<file path="config.mk">
export PLATFORM = sky130hd
export DESIGN_NAME = i2c_bus_flags
export DESIGN_NICKNAME = d
export VERILOG_FILES = /design/src/rtl/i2c_flags_pkg.sv /design/src/rtl/i2c_bus_flags.sv /design/src/rtl/pin_sync.sv
export SDC_FILE = /design/constraint.sdc
export NUM_CORES = 1
export LEC_CHECK = 0
export BUFFER_PORTS_ARGS = -buffer_cell sky130_fd_sc_hd__clkbuf_2
export CAP_MARGIN = 5
export CORE_MARGIN = 3
export CORE_UTILIZATION = 25
export CTS_BUF_LIST = sky130_fd_sc_hd__clkbuf_2
export DETAILED_ROUTE_END_ITERATION = 6
export PLACE_DENSITY = 0.59
export RECOVER_POWER = 50
export SYNTH_ARGS = -nofsm -noshare
export SYNTH_HDL_FRONTEND = slang
export SYNTH_SLANG_ARGS = --single-unit
</file>
<file path="constraint.sdc">
create_clock -name clock_in -period 2 [get_ports clock_in]
set_input_delay 0.1 -clock clock_in [delete_from_list [all_inputs] [get_ports clock_in]]
set_output_delay 0.1 -clock clock_in [all_outputs]
set_load 0.05 [all_outputs]
</file>
<file path="src/rtl/i2c_flags_pkg.sv">
/*
  constants shared by the two-wire bus flag and serial clock timing block.
  assumes nothing beyond a systemverilog compiler.
*/
package i2c_flags_pkg;
  localparam int FLAG_RSV_BIT = 0;
  localparam int FLAG_ISE_BIT = 1;
  localparam int FLAG_BUSY_BIT = 6;
  localparam int FLAG_FAIL_BIT = 7;
  localparam int CTL_STT_BIT = 1;
  localparam int CTL_UE_BIT = 7;
  localparam int REG_W = 8;
  localparam int WIDTH_DEF = 8;
  localparam int SYNC_STAGES = 2;
  localparam logic [REG_W-1:0] REG_ZERO = 8'h00;
  localparam logic PIN_IDLE = 1'b1;
  typedef enum logic [2:0] {M_IDLE, M_START, M_LOW, M_HIGH, M_STOP} mstate_t;
endpackage

</file>
<file path="src/rtl/i2c_bus_flags.sv">
/*
  bus flag bits, start request handling and serial clock width timing of a
  two-wire bus unit. assumes byte transfer logic outside supplies data drive and
  stop requests, and that pins are open drain with external pull-ups.
*/
`timescale 1ns/1ps
module i2c_bus_flags #(
  parameter int W = i2c_flags_pkg::WIDTH_DEF
) (
  input wire logic clock_in,
  input wire logic srst_in,
  input wire logic ce_in,
  input wire logic flag_wr_in,
  input wire logic [i2c_flags_pkg::REG_W-1:0] flag_wdata_in,
  output logic [i2c_flags_pkg::REG_W-1:0] flag_rdata_out,
  input wire logic ctl_wr_in,
  input wire logic [i2c_flags_pkg::REG_W-1:0] ctl_wdata_in,
  output logic [i2c_flags_pkg::REG_W-1:0] ctl_rdata_out,
  input wire logic [W-1:0] scl_low_width_in,
  input wire logic [W-1:0] scl_high_width_in,
  input wire logic data_low_in,
  input wire logic stop_request_in,
  output logic master_active_out,
  input wire logic serial_clock_pin_in,
  output logic serial_clock_pin_out,
  output logic serial_clock_pin_oe_out,
  input wire logic serial_data_pin_in,
  output logic serial_data_pin_out,
  output logic serial_data_pin_oe_out
);
  import i2c_flags_pkg::*;

  typedef struct packed {
    mstate_t st;
    logic [W-1:0] cnt;
    logic reservation_disable;
    logic initial_start_enable;
    logic bus_busy_flag;
    logic start_fail_flag;
    logic unit_enable;
    logic start_request;
    logic scl_prev;
    logic sda_prev;
    logic scl_oe;
    logic sda_oe;
  } state_t;

  state_t r;
  state_t n;
  logic scl_s;
  logic sda_s;
  logic start_det;
  logic stop_det;

  pin_sync #(.STAGES(SYNC_STAGES)) u_scl_sync (
    .clock_in(clock_in),
    .srst_in(srst_in),
    .ce_in(ce_in),
    .d_in(serial_clock_pin_in),
    .q_out(scl_s)
  );

  pin_sync #(.STAGES(SYNC_STAGES)) u_sda_sync (
    .clock_in(clock_in),
    .srst_in(srst_in),
    .ce_in(ce_in),
    .d_in(serial_data_pin_in),
    .q_out(sda_s)
  );

  // data edges while the clock line stays high
  assign start_det = scl_s & r.scl_prev & r.sda_prev & ~sda_s;
  assign stop_det = scl_s & r.scl_prev & ~r.sda_prev & sda_s;

  // a zero width still lasts one cycle
  function automatic logic last_tick(input logic [W-1:0] c);
    return c <= {{(W-1){1'b0}}, 1'b1};
  endfunction

  always_comb begin
    n = r;
    n.scl_prev = scl_s;
    n.sda_prev = sda_s;
    if (flag_wr_in) begin
      // busy and fail positions are not written
      n.reservation_disable = flag_wdata_in[FLAG_RSV_BIT];
      n.initial_start_enable = flag_wdata_in[FLAG_ISE_BIT];
    end
    if (ctl_wr_in) begin
      n.unit_enable = ctl_wdata_in[CTL_UE_BIT];
      if (ctl_wdata_in[CTL_STT_BIT]) begin
        n.start_request = 1'b1;
        n.start_fail_flag = 1'b0;
      end
    end
    if (stop_det) begin
      n.bus_busy_flag = 1'b0;
    end
    if (start_det) begin
      n.bus_busy_flag = 1'b1;
      n.initial_start_enable = 1'b0;
    end
    // enabling with initial start off assumes the bus is taken
    if (!r.unit_enable && n.unit_enable && !r.initial_start_enable) begin
      n.bus_busy_flag = 1'b1;
    end
    unique case (r.st)
      M_IDLE: begin
        if (r.start_request && r.unit_enable) begin
          if (!r.bus_busy_flag) begin
            n.st = M_START;
            n.sda_oe = 1'b1;
            n.cnt = scl_high_width_in;
            n.start_request = 1'b0;
          end else if (r.reservation_disable) begin
            n.start_request = 1'b0;
            n.start_fail_flag = 1'b1;
          end
          // with reservation enabled the request waits for a free bus
        end
      end
      M_START: begin
        n.cnt = r.cnt - 1'b1;
        if (last_tick(r.cnt)) begin
          n.st = M_LOW;
          n.scl_oe = 1'b1;
          n.cnt = scl_low_width_in;
        end
      end
      M_LOW: begin
        n.cnt = r.cnt - 1'b1;
        // data goes low ahead of a stop, a cycle before the clock rises if the request comes before the last low cycle
        n.sda_oe = data_low_in || stop_request_in;
        if (last_tick(r.cnt)) begin
          n.scl_oe = 1'b0;
          n.cnt = scl_high_width_in;
          if (stop_request_in) begin
            n.st = M_STOP;
            n.sda_oe = 1'b1;
          end else begin
            n.st = M_HIGH;
          end
        end
      end
      M_HIGH: begin
        // high time starts once the line has risen, so edges add to the period
        if (scl_s) begin
          n.cnt = r.cnt - 1'b1;
          if (last_tick(r.cnt)) begin
            n.st = M_LOW;
            n.scl_oe = 1'b1;
            n.cnt = scl_low_width_in;
          end
        end
      end
      M_STOP: begin
        if (scl_s) begin
          n.cnt = r.cnt - 1'b1;
          if (last_tick(r.cnt)) begin
            n.st = M_IDLE;
            n.sda_oe = 1'b0;
          end
        end
      end
    endcase
    if (!n.unit_enable) begin
      n.bus_busy_flag = 1'b0;
      n.start_request = 1'b0;
      n.st = M_IDLE;
      n.scl_oe = 1'b0;
      n.sda_oe = 1'b0;
    end
  end

  always_ff @(posedge clock_in) begin
    if (srst_in) begin
      r.st <= M_IDLE;
      r.cnt <= '0;
      r.reservation_disable <= 1'b0;
      r.initial_start_enable <= 1'b0;
      r.bus_busy_flag <= 1'b0;
      r.start_fail_flag <= 1'b0;
      r.unit_enable <= 1'b0;
      r.start_request <= 1'b0;
      r.scl_prev <= PIN_IDLE;
      r.sda_prev <= PIN_IDLE;
      r.scl_oe <= 1'b0;
      r.sda_oe <= 1'b0;
    end else if (ce_in) begin
      r <= n;
    end
  end

  always_comb begin
    flag_rdata_out = REG_ZERO;
    flag_rdata_out[FLAG_RSV_BIT] = r.reservation_disable;
    flag_rdata_out[FLAG_ISE_BIT] = r.initial_start_enable;
    flag_rdata_out[FLAG_BUSY_BIT] = r.bus_busy_flag;
    flag_rdata_out[FLAG_FAIL_BIT] = r.start_fail_flag;
    ctl_rdata_out = REG_ZERO;
    ctl_rdata_out[CTL_UE_BIT] = r.unit_enable;
    ctl_rdata_out[CTL_STT_BIT] = r.start_request;
  end

  assign master_active_out = (r.st != M_IDLE);
  assign serial_clock_pin_out = 1'b0;
  assign serial_clock_pin_oe_out = r.scl_oe;
  assign serial_data_pin_out = 1'b0;
  assign serial_data_pin_oe_out = r.sda_oe;
endmodule

</file>
<file path="src/rtl/pin_sync.sv">
/*
  two-flop synchroniser for one bus pin.
  assumes the pin is asynchronous to clock_in; idles high as a pulled-up line.
*/
`timescale 1ns/1ps
module pin_sync #(
  parameter int STAGES = i2c_flags_pkg::SYNC_STAGES
) (
  input wire logic clock_in,
  input wire logic srst_in,
  input wire logic ce_in,
  input wire logic d_in,
  output logic q_out
);
  import i2c_flags_pkg::*;

  typedef struct packed {
    logic [STAGES-1:0] chain;
  } sync_t;

  sync_t r;
  sync_t n;

  always_comb begin
    n = r;
    n.chain = {r.chain[STAGES-2:0], d_in};
  end

  always_ff @(posedge clock_in) begin
    if (srst_in) begin
      r.chain <= {STAGES{PIN_IDLE}};
    end else if (ce_in) begin
      r <= n;
    end
  end

  // only the last stage leaves the module
  assign q_out = r.chain[STAGES-1];
endmodule

</file>
==> key figures, run 1 <==
Synthesis
  • Top cells by count, synth: dfxtp_1 (25), buf_4 (18), nand2_1 (15), nor2_1 (15), clkbuf_1 (12)
  • Async SR Flop Fraction: 0%
  • Count leader, synth: dfxtp_1
  • Synth cell types: 58
  • Flops & latches, synth: 25
  • Number of flops mapped to enable cells by yosys: 0
  • Top cells by area, synth: dfxtp_1 (28%), buf_4 (7.6%), a221oi_1 (3.5%)
  • Post-synth top area share: 28.3%
  • Synth warn: 0
  • Register area share after synthesis: 28.3%
  • Syn Area/Cell: 8.00 sq um
  • Area of the mapped netlist: 0.00177 sq mm
  • Cells after synthesis: 221
  • Area leader, netlist: dfxtp_1
  • Top FF cell, synth: dfxtp_1

Routing
  • DRT iter0 DRCs: 145
  • Met3 wire length: 248 um
  • Max layer used: met4
  • Total Routed Length: 4.86 mm
  • DRC viols: 0
  • ANT nets after route: 0
  • Met2 WL: 2.30 mm
  • Via density: 4.79
  • DR vias: 1774
  • DR pass1 iterations: 4
  • Routed length per instance: 13.1 um
  • Metal1 wirelength: 2.23 mm

Timing
  • Clock Skew: 0.00697 ns
  • Hold Violations, Final: 0
  • Slew Limit Fails: 0
  • Fmax: 0.501 GHz
  • Minimum clock period after layout: 2.00 ns
  • Fin Hold WS: 0.0188 ns
  • Final critical-path share of the clock period: 99.9%
  • RSZ-0062 raised after global routing: true
  • Max_slew headroom: 59.3%
  • Setup violations, final: 0
  • Worst Max-Slew Pin Slew: 0.613 ns

Worst setup path
  • Critical Path AT: 2.32 ns
  • CP max stage delay: 0.58 ns
  • Crit path cell chain: or4_4 -> or3_4 -> o21ai_4 -> a221oi_1 -> a211oi_1
  • Critical setup path kind: reg -> reg
  • Worst setup EP type: flip-flop
  • CP delay by family, top: simple AND/OR/NAND/NOR gates
  • Crit path max fanout: 6
  • WP data required: 2.32 ns
  • Setup crit start kind: flip-flop
  • CP bufs+invs: 0
  • Slowest stage cell, crit path: or4_4

Pwr
  • Peak supply drop: 0.211 mV
  • Final Power: 0.000976 W
  • Lkg Pwr: 0.898 nW
  • PwrDens: 437 mW/mm^2

Floorplan
  • DIE WIDTH: 90.1 um
  • Row count: 30
  • Ports: 62
  • Area of the die: 0.00812 sq mm
  • Initial Util: 25.9%
  • Core ar.: 0.00683 sq mm
  • Die H: 90.1 um

Clock network
  • CTS buffer count: 3
  • Clock root buffer master: clkbuf_2
  • CTS tree: built
  • Sink Count: 25
  • Depth of the CTS H-tree: 1
  • Setup bufs post-CTS: 0
  • Clk_lat worst skew: 0.37 ns
  • Max Root-Sink Buffers: 2
  • Clk slew on worst S/H paths: 0.26 ns

Placement
  • Detailed-placement wirelength estimate: 3.62 mm
  • Gp weighted congestion: 0.867
  • Placed Cells incl. Taps: 357
  • Number of port buffers: 37

Min path
  • HP Class: in -> reg

Run
  • Max-Cap Viols: 0

Layout
  • ANT cells: 0
  • Layout cell share with drive strength beyond 1: 26.6%
  • Post-route insts no fill: 370
  • Area delta synth->final: 26.2%
  • Area of the multi-input gates: 0.00111 sq mm
  • Final nets: 318
  • Reg area: 503 sq um
  • Fillers: 749

Global route
  • Antenna violations before repair: 0
  • Vias in the first global route: 1696
  • GRT Resource Usage Total: 11.8%
  • Total congestion overflow: 0
  • Largest net degree at the start of global routing: 29
  • First-pass GRT wire length: 8.04 mm

Status
  • Run status: complete, no violations
worst register-to-register path, delay by kind of cell (launching register included):
family	cells	cell delay [ns]
AOI/OAI and AO/OA	3	0.57
DFF	1	0.38
and+or+nand+nor	2	0.98
flip-flops by register name, indices dropped and copies added, names as in the netlist:
| signal | count |
|---|---|
| serial_clock_pin_oe_out | 1 |
| u_scl_sync.r | 2 |
| ctl_rdata_out | 2 |
| u_sda_sync.r | 2 |
| r | 13 |
| serial_data_pin_oe_out | 1 |
| flag_rdata_out | 4 |
cells in the final DEF (no fill, tap or decap), types with 3 or more instances in the layout:
cell type      count
a211o_1            6
a211oi_1           4
a21oi_1           10
a221oi_1           7
a31oi_1            4
buf_4             24
clkbuf_1           6
clkbuf_2          34
conb_1            12
dfxtp_1           23
dlygate4sd3_1      9
inv_1              8
nand2_1           15
nand2b_1           6
nand3_1            5
nand3b_1           3
nor2_1            14
nor2b_1            6
nor3_1             6
nor4_2             3
o211ai_1           4
o21ai_0           10
o2bb2ai_1          6
xnor2_1            3
final timing paths:
path	startpoint	to	slack (ns)	cells past startpoint
max	r[12]$_SDFFE_PP0P_	r[11]$_SDFFE_PP0P_	0.002	5
min	scl_high_width_in[2]	r[12]$_SDFFE_PP0P_	0.02	3
max reg2reg	r[12]$_SDFFE_PP0P_	r[11]$_SDFFE_PP0P_	0.002	5
min reg2reg	flag_rdata_out[7]$_SDFFE_PP0P_	flag_rdata_out[7]$_SDFFE_PP0P_	0.48	2
power breakdown:
group | leakage [nW] | internal (W) | switching [W]
logic | 0.681 | 0.0000803 | 0.000148
clock network | 0.0126 | 0.0000463 | 0.000171
registers | 0.205 | 0.000516 | 0.0000137
stage by stage:
step	util, %	setup slack (ns)	instance area (sq um)	TNS (ns)
floorplan	-	0.00635	1810	0
global placement	30.7	0.000477	2100	0
detailed placement	30.7	-0.0334	2100	-0.0662
CTS	32.5	0.0177	2220	0
global route	32.7	-0.0703	2230	-0.188
finish	32.7	0.00236	2230	0
timing repair:
action,4_1_cts,5_1_grt
endpoints found under the hold margin,6,0
hold buffers,9,0
setup endpoints to repair,7,7
resized for setup,2,5
pin swaps,1,1
metal layers:
metal  up-vias  global-route usage [%]
li1        893                       -
met1       815                    15.8
met2        59                    19.0
met3         7                    1.34
met4         0                    5.10
met5         -                       0
area by class of cell:
| type | instances | area share, % |
|---|---|---|
| Timing Repair Buffer | 70 | 20.1 |
| Clock inverter | 1 | 0.337 |
| Inverter | 8 | 1.35 |
| Tap cell | 96 | 5.38 |
| Sequential cell | 25 | 22.5 |
| Clock buffer | 3 | 0.673 |
| Multi-Input combinational cell | 167 | 49.6 |
cells by family after synthesis:
| family | synth area share, % |
|---|---|
| fa+ha+maj | 1.42 |
| buf+inv | 13.2 |
| simple gates | 24.3 |
| compound gates | 29.9 |
| xor+xnor | 1.49 |
| flops | 28.3 |
| mux | 1.20 |
| other cells | 0.212 |
Note: power is estimated with default switching activity, not from simulation.
==> run 2: changes to the inputs <==
--- a/config.mk
+++ b/config.mk
@@ -7,11 +7,13 @@
 export LEC_CHECK = 0
 export BUFFER_PORTS_ARGS = -buffer_cell sky130_fd_sc_hd__clkbuf_2
 export CAP_MARGIN = 5
+export CELL_PAD_IN_SITES_DETAIL_PLACEMENT = 2
+export CELL_PAD_IN_SITES_GLOBAL_PLACEMENT = 2
 export CORE_MARGIN = 3
 export CORE_UTILIZATION = 25
 export CTS_BUF_LIST = sky130_fd_sc_hd__clkbuf_2
 export DETAILED_ROUTE_END_ITERATION = 6
-export PLACE_DENSITY = 0.59
+export PLACE_DENSITY = 0.88
 export RECOVER_POWER = 50
 export SYNTH_ARGS = -nofsm -noshare
 export SYNTH_HDL_FRONTEND = slang
==> run 2 against run 1 <==
The run now ends with setup timing left. Die area unchanged. Via count up 4.5%. Register-to-register slack worse by 0.06 ns. Hold slack better by 0.0024 ns. Total power up 5.0%. Critical endpoint is now r[13]$_SDFFE_PP0P_. Global-route usage up 3.8 points. First-iteration DRC count down 63%. Fmax down 3.1%. Sequential cell count unchanged. Non-clock buffer count up 2. Critical path depth up 1.
==> key figures, run 2 (synthesis gave the netlist of run 1 again) <==
Clock network
  • Clk_lat worst skew: 0.41 ns
  • Clk slew on worst S/H paths: 0.32 ns
  • Sink Count: 25
  • CTS buffer count: 3
  • Depth of the CTS H-tree: 1
  • Max Root-Sink Buffers: 2
  • Clock root buffer master: clkbuf_2
  • CTS tree: built

Pwr
  • Clk pwr share: 24.1%
  • PwrDens: 445 mW/mm^2
  • Register share of total power: 51.8%
  • Peak supply drop: 0.164 mV
  • Internal power: 0.000646 W
  • Switch Pwr: 0.000378 W
  • Logic pwr share: 24.1%
  • Final Power: 0.00102 W
  • Lkg Pwr: 0.923 nW
  • Switching share of power: 36.9%

Placement
  • Pre-CTS setup slack: -0.0568 ns
  • Number of port buffers: 37
  • Detailed-placement wirelength estimate: 4.70 mm
  • Gp weighted congestion: 0.841
  • Post-Place Cell Area: 0.00209 sq mm

Floorplan
  • Core ar.: 0.00683 sq mm
  • Die H: 90.1 um
  • Area of the die: 0.00812 sq mm
  • Initial Util: 25.9%
  • Ports: 62
  • DIE WIDTH: 90.1 um
  • Row count: 30

Min path
  • Hold Path End: ctl_rdata_out[1]$_SDFFE_PP0P_
  • Worst hold stages: 3
  • Hold Crit Start: ctl_wr_in
  • HP Class: in -> reg

Worst setup path
  • WP data required: 2.36 ns
  • Crit path max fanout: 6
  • Critical Path AT: 2.43 ns
  • FF-to-FF Start: r[12]$_SDFFE_PP0P_
  • Critical setup path kind: reg -> reg
  • Worst r2r path cells: 6
  • Worst setup EP type: flip-flop
  • Setup crit start kind: flip-flop
  • RR Endpoint: r[13]$_SDFFE_PP0P_
  • Worst reg2reg setup slack: -0.06 ns

Routing
  • Routed length per instance: 17.8 um
  • DR vias: 1853
  • DRC viols: 0
  • Total Routed Length: 6.61 mm
  • DRT iter0 DRCs: 53
  • Via density: 4.98
  • DR pass1 iterations: 4
  • ANT nets after route: 0

Global route
  • GRT Resource Usage Total: 15.6%
  • Vias in the first global route: 2057
  • Antenna violations before repair: 0
  • Largest net degree at the start of global routing: 30
  • First-pass GRT wire length: 10.4 mm
  • Total congestion overflow: 0

Layout
  • Final nets: 320
  • ANT cells: 0
  • Area delta synth->final: 30.1%
  • Most common cell after layout, fill and taps aside: clkbuf_2
  • Most frequent cells in the layout: clkbuf_2 (34), buf_4 (22), dfxtp_1 (21)
  • Max reg flops: 13
  • Layout cell share with drive strength beyond 1: 29.7%
  • Reg area: 508 sq um
  • Final Core Density: 33.7%
  • Area of the multi-input gates: 0.00114 sq mm
  • Design Area, Final: 0.00230 sq mm
  • Fillers: 818
  • Biggest register: r

Timing
  • Setup violations, final: 5
  • Max_slew headroom: 56.7%
  • Hold Violations, Final: 0
  • RSZ-0062 raised after global routing: true
  • Final critical-path share of the clock period: 103%
  • Clock Skew: 0.0191 ns
  • Slew Limit Fails: 0
  • Fmax: 0.485 GHz
  • Minimum clock period after layout: 2.06 ns
  • Worst Setup Slack, final: -0.0624 ns
  • Worst Max-Slew Pin Slew: 0.643 ns

Status
  • Run status: complete, but fails checks
  • Failing checks: setup timing

Run
  • Max-Cap Viols: 0
run 2: area by class of cell:
cell class / instances / share of cell area (%)
clock inverter: 1 / 0.326
timing repair buffer: 72 / 20.7
inverter: 8 / 1.31
multi-input combinational: 167 / 49.7
sequential: 25 / 22.1
tap: 96 / 5.22
clock buffer: 3 / 0.653
run 2: power by group through the flow:
stage                     logic (W)  clock network (W)  registers [W]
after CTS                  0.000237           0.000244       0.000531
after global placement     0.000215                  0       0.000538
final                      0.000247           0.000247       0.000531
after detailed placement   0.000222                  0       0.000540
after floorplan            0.000175                  0       0.000539
after global routing       0.000266           0.000270       0.000534
run 2: how the worst max path moves through the flow:
stage | end | startpoint | slack, ns | depth (start not counted)
2_1_floorplan | r[15]$_SDFFE_PP0P_ | r[12]$_SDFFE_PP0P_ | 0.006 | 7
3_3_place_gp | r[11]$_SDFFE_PP0P_ | r[12]$_SDFFE_PP0P_ | 0.02 | 5
3_5_place_dp | r[15]$_SDFFE_PP0P_ | r[12]$_SDFFE_PP0P_ | -0.06 | 5
4_1_cts | r[12]$_SDFFE_PP0P_ | r[12]$_SDFFE_PP0P_ | 0.006 | 7
5_1_grt | r[13]$_SDFFE_PP0P_ | r[12]$_SDFFE_PP0P_ | -0.15 | 6
6_report | r[13]$_SDFFE_PP0P_ | r[12]$_SDFFE_PP0P_ | -0.06 | 6
run 2: stage by stage:
step | instances | TNS, ns | hold slack, ns
2_1_floorplan | 232 | 0 | 0.222
3_3_place_gp | 356 | 0 | 0.322
3_5_place_dp | 356 | -0.184 | 0.317
4_1_cts | 369 | 0 | 0.00748
5_1_grt | 372 | -0.702 | 0.0227
6_report | 372 | -0.176 | 0.0212
run 2: routing by layer:
layer	routed length (um)	vias to the layer above	track usage [%]
met5	0	-	0
met4	99	0	4.72
met3	160	9	2.34
met2	3460	33	28.1
met1	2880	908	18.9
li1	-	903	-
run 2: timing repair:
action | in CTS | in global routing
hold buffers | 9 | 1
pin swaps | 2 | 3
endpoints found under the hold margin | 6 | 1
setup buffers | 0 | 2
gates resized for setup | 5 | 15
setup endpoints to repair | 9 | 9
run 2: worst max-delay path, cell delays in order (launching register included):
cell and delay [ns]:
dfxtp_2 0.40, or4_4 0.58, or3_4 0.41, o21ai_4 0.23, buf_6 0.14, a221oi_2 0.06
nor3_1 0.20
==> run 3: changes to the inputs <==
--- a/config.mk
+++ b/config.mk
@@ -13,7 +13,7 @@
 export CORE_UTILIZATION = 25
 export CTS_BUF_LIST = sky130_fd_sc_hd__clkbuf_2
 export DETAILED_ROUTE_END_ITERATION = 6
-export PLACE_DENSITY = 0.88
+export PLACE_DENSITY = 0.85
 export RECOVER_POWER = 50
 export SYNTH_ARGS = -nofsm -noshare
 export SYNTH_HDL_FRONTEND = slang
==> constraint.sdc (replaced) <==
create_clock -name clock_in -period 2.39 [get_ports clock_in]
set_input_delay 0.1195 -clock clock_in [delete_from_list [all_inputs] [get_ports clock_in]]
set_output_delay 0.1195 -clock clock_in [all_outputs]
set_load 0.05 [all_outputs]
==> run 3 against run 2 <==
The flow now finishes without violations. Sequential power decreased by 16%. First-iteration DRC count increased to 2.5 times the previous value. Count of clock-buffer cells in the layout is the same. Via count shrank 3.6%. Critical path type is now in -> reg. Register-to-register slack better by 0.20 ns. Total power down 18%. Clock power is 19% lower. Non-clock buffer count is 15 lower. Clock skew is 0.015 ns lower. Final cell count decreased by 4.0%. Global-route usage shrank 0.32 points.
==> key figures, run 3 (synthesis gave the netlist of run 1 again) <==
Status
  • Run status: complete, no violations

Layout
  • Final nets: 305
  • Max reg flops: 13
  • Fillers: 840
  • Most common cell after layout, fill and taps aside: clkbuf_2
  • Biggest register: r
  • Area delta synth->final: 19.2%
  • ANT cells: 0
  • Layout cell share with drive strength beyond 1: 19.5%
  • Most frequent cells in the layout: clkbuf_2 (31), dfxtp_1 (25), nand2_1 (15)

Timing
  • Fmax: 0.434 GHz
  • Slew Limit Fails: 0
  • Minimum clock period after layout: 2.31 ns
  • Worst Max-Slew Pin Slew: 0.691 ns
  • RSZ-0062 raised after global routing: false
  • Worst Setup Slack, final: 0.0838 ns
  • Setup violations, final: 0
  • Max_slew headroom: 53.5%
  • Hold Violations, Final: 0
  • Clock Skew: 0.00404 ns
  • TNS Setup: 0 ns
  • Final critical-path share of the clock period: 96.5%

Global route
  • Met2 usage: 27.2%
  • M3 GR Usage: 1.76%
  • Antenna violations before repair: 0
  • Busiest grt layer: met2
  • Vias in the first global route: 1937
  • Met1 usage: 18.7%
  • Largest net degree at the start of global routing: 27
  • GRT Resource Usage Total: 15.3%
  • First-pass GRT wire length: 10.1 mm
  • Total congestion overflow: 0

Floorplan
  • Die H: 90.1 um
  • Ports: 62
  • Area of the die: 0.00812 sq mm
  • Core ar.: 0.00683 sq mm
  • Row count: 30
  • DIE WIDTH: 90.1 um
  • Initial Util: 25.9%

Placement
  • Gp weighted congestion: 0.800
  • Pre-CTS setup slack: -0.0188 ns
  • Detailed-placement wirelength estimate: 4.37 mm
  • Number of port buffers: 37

Pwr
  • Final Power: 0.000837 W
  • Clk pwr share: 23.9%
  • Switching share of power: 36.5%
  • Register share of total power: 53.2%
  • Logic pwr share: 22.9%
  • Peak supply drop: 0.175 mV
  • Switch Pwr: 0.000306 W
  • Internal power: 0.000532 W
  • PwrDens: 397 mW/mm^2
  • Lkg Pwr: 0.820 nW

Routing
  • DR vias: 1786
  • Total Routed Length: 6.16 mm
  • Via density: 5.00
  • Routed length per instance: 17.2 um
  • DR pass1 iterations: 4
  • DRT iter0 DRCs: 135
  • ANT nets after route: 0
  • DRC viols: 0

Worst setup path
  • CP max stage delay: 0.58 ns
  • Setup crit start kind: primary input
  • Critical Path AT: 2.69 ns
  • Worst setup EP type: flip-flop
  • CP bufs+invs: 5
  • WP data required: 2.78 ns
  • Crit path cell chain: dlygate4sd3_1 -> clkbuf_1 -> buf_4 -> nand3_1 -> dlygate4sd3_1 -> a21oi_1 -> dlygate4sd3_1
  • Cell mode on critical path: dlygate4sd3_1
  • Worst reg2reg setup slack: 0.14 ns
  • Slowest stage cell, crit path: dlygate4sd3_1
  • Critical setup path kind: in -> reg
  • CP delay by family, top: buffers and inverters
  • Crit path max fanout: 24

Min path
  • HP Class: in -> reg

Clock network
  • Clock root buffer master: clkbuf_2
  • Clk_lat worst skew: 0.41 ns
  • Depth of the CTS H-tree: 1
  • CTS buffer count: 3
  • CTS tree: built
  • Clk slew on worst S/H paths: 0.29 ns
  • Sink Count: 25
  • Max Root-Sink Buffers: 2

Run
  • Max-Cap Viols: 0
[run 3: what timing repair did]
item                                   in CTS  in global routing
hold buffers                               10                  0
setup buffers                               0                  0
gates resized for setup                     1                  1
endpoints found under the hold margin       7                  0
setup endpoints to repair                   2                  1
[run 3: power groups by stage]
stage / Clock (W) / Sequential [W] / Combinational [W]
after global placement: 0 / 0.000451 / 0.000172
after detailed placement: 0 / 0.000452 / 0.000177
after CTS: 0.000208 / 0.000446 / 0.000192
final: 0.000200 / 0.000446 / 0.000192
after global routing: 0.000220 / 0.000448 / 0.000207
after floorplan: 0 / 0.000451 / 0.000146
[run 3: layout make-up]
type	count	area (sq um)	share of cell area [%]
clock buffers	3	15.0	0.713
clock inverters	1	7.51	0.356
inverters	8	30.0	1.43
multi-input cells	167	1080	51.5
flip-flops and latches	25	500	23.8
well taps	96	120	5.70
repair buffers	57	349	16.6
[run 3: worst paths after layout]
kind | startpoint | to | cells past startpoint
worst max-delay path | ce_in | flag_rdata_out[0]$_SDFFE_PP0P_ | 7
worst min-delay path | scl_high_width_in[4] | r[14]$_SDFFE_PP0P_ | 3
worst max register to register | r[18]$_SDFFE_PP0P_ | r[10]$_SDFFE_PP0P_ | 5
worst min register to register | ctl_rdata_out[1]$_SDFFE_PP0P_ | ctl_rdata_out[1]$_SDFFE_PP0P_ | 2
[run 3: per-stage QoR]
stage | utilization, % | hold slack, ns | area, sq um | instances
2_1_floorplan | - | 0.242 | 1810 | 232
3_3_place_gp | 29.1 | 0.329 | 1990 | 343
3_5_place_dp | 29.1 | 0.341 | 1990 | 343
4_1_cts | 31.0 | 0.00879 | 2120 | 357
5_1_grt | 30.8 | 0.0327 | 2110 | 357
6_report | 30.8 | 0.0287 | 2110 | 357
[run 3: worst reg2reg max path, delay by kind of cell (launching register included)]
| kind | cells | cell delay, ns |
|---|---|---|
| and+or+nand+nor | 2 | 0.73 |
| AOI/OAI and AO/OA | 2 | 0.40 |
| muxes | 1 | 0.37 |
| DFF | 1 | 0.69 |
[run 3: metal layers]
metal,vias to the layer above,part of all wire (%)
met4,0,2.0
met1,877,45
met3,9,2.6
li1,869,-
met2,31,51
met5,-,0
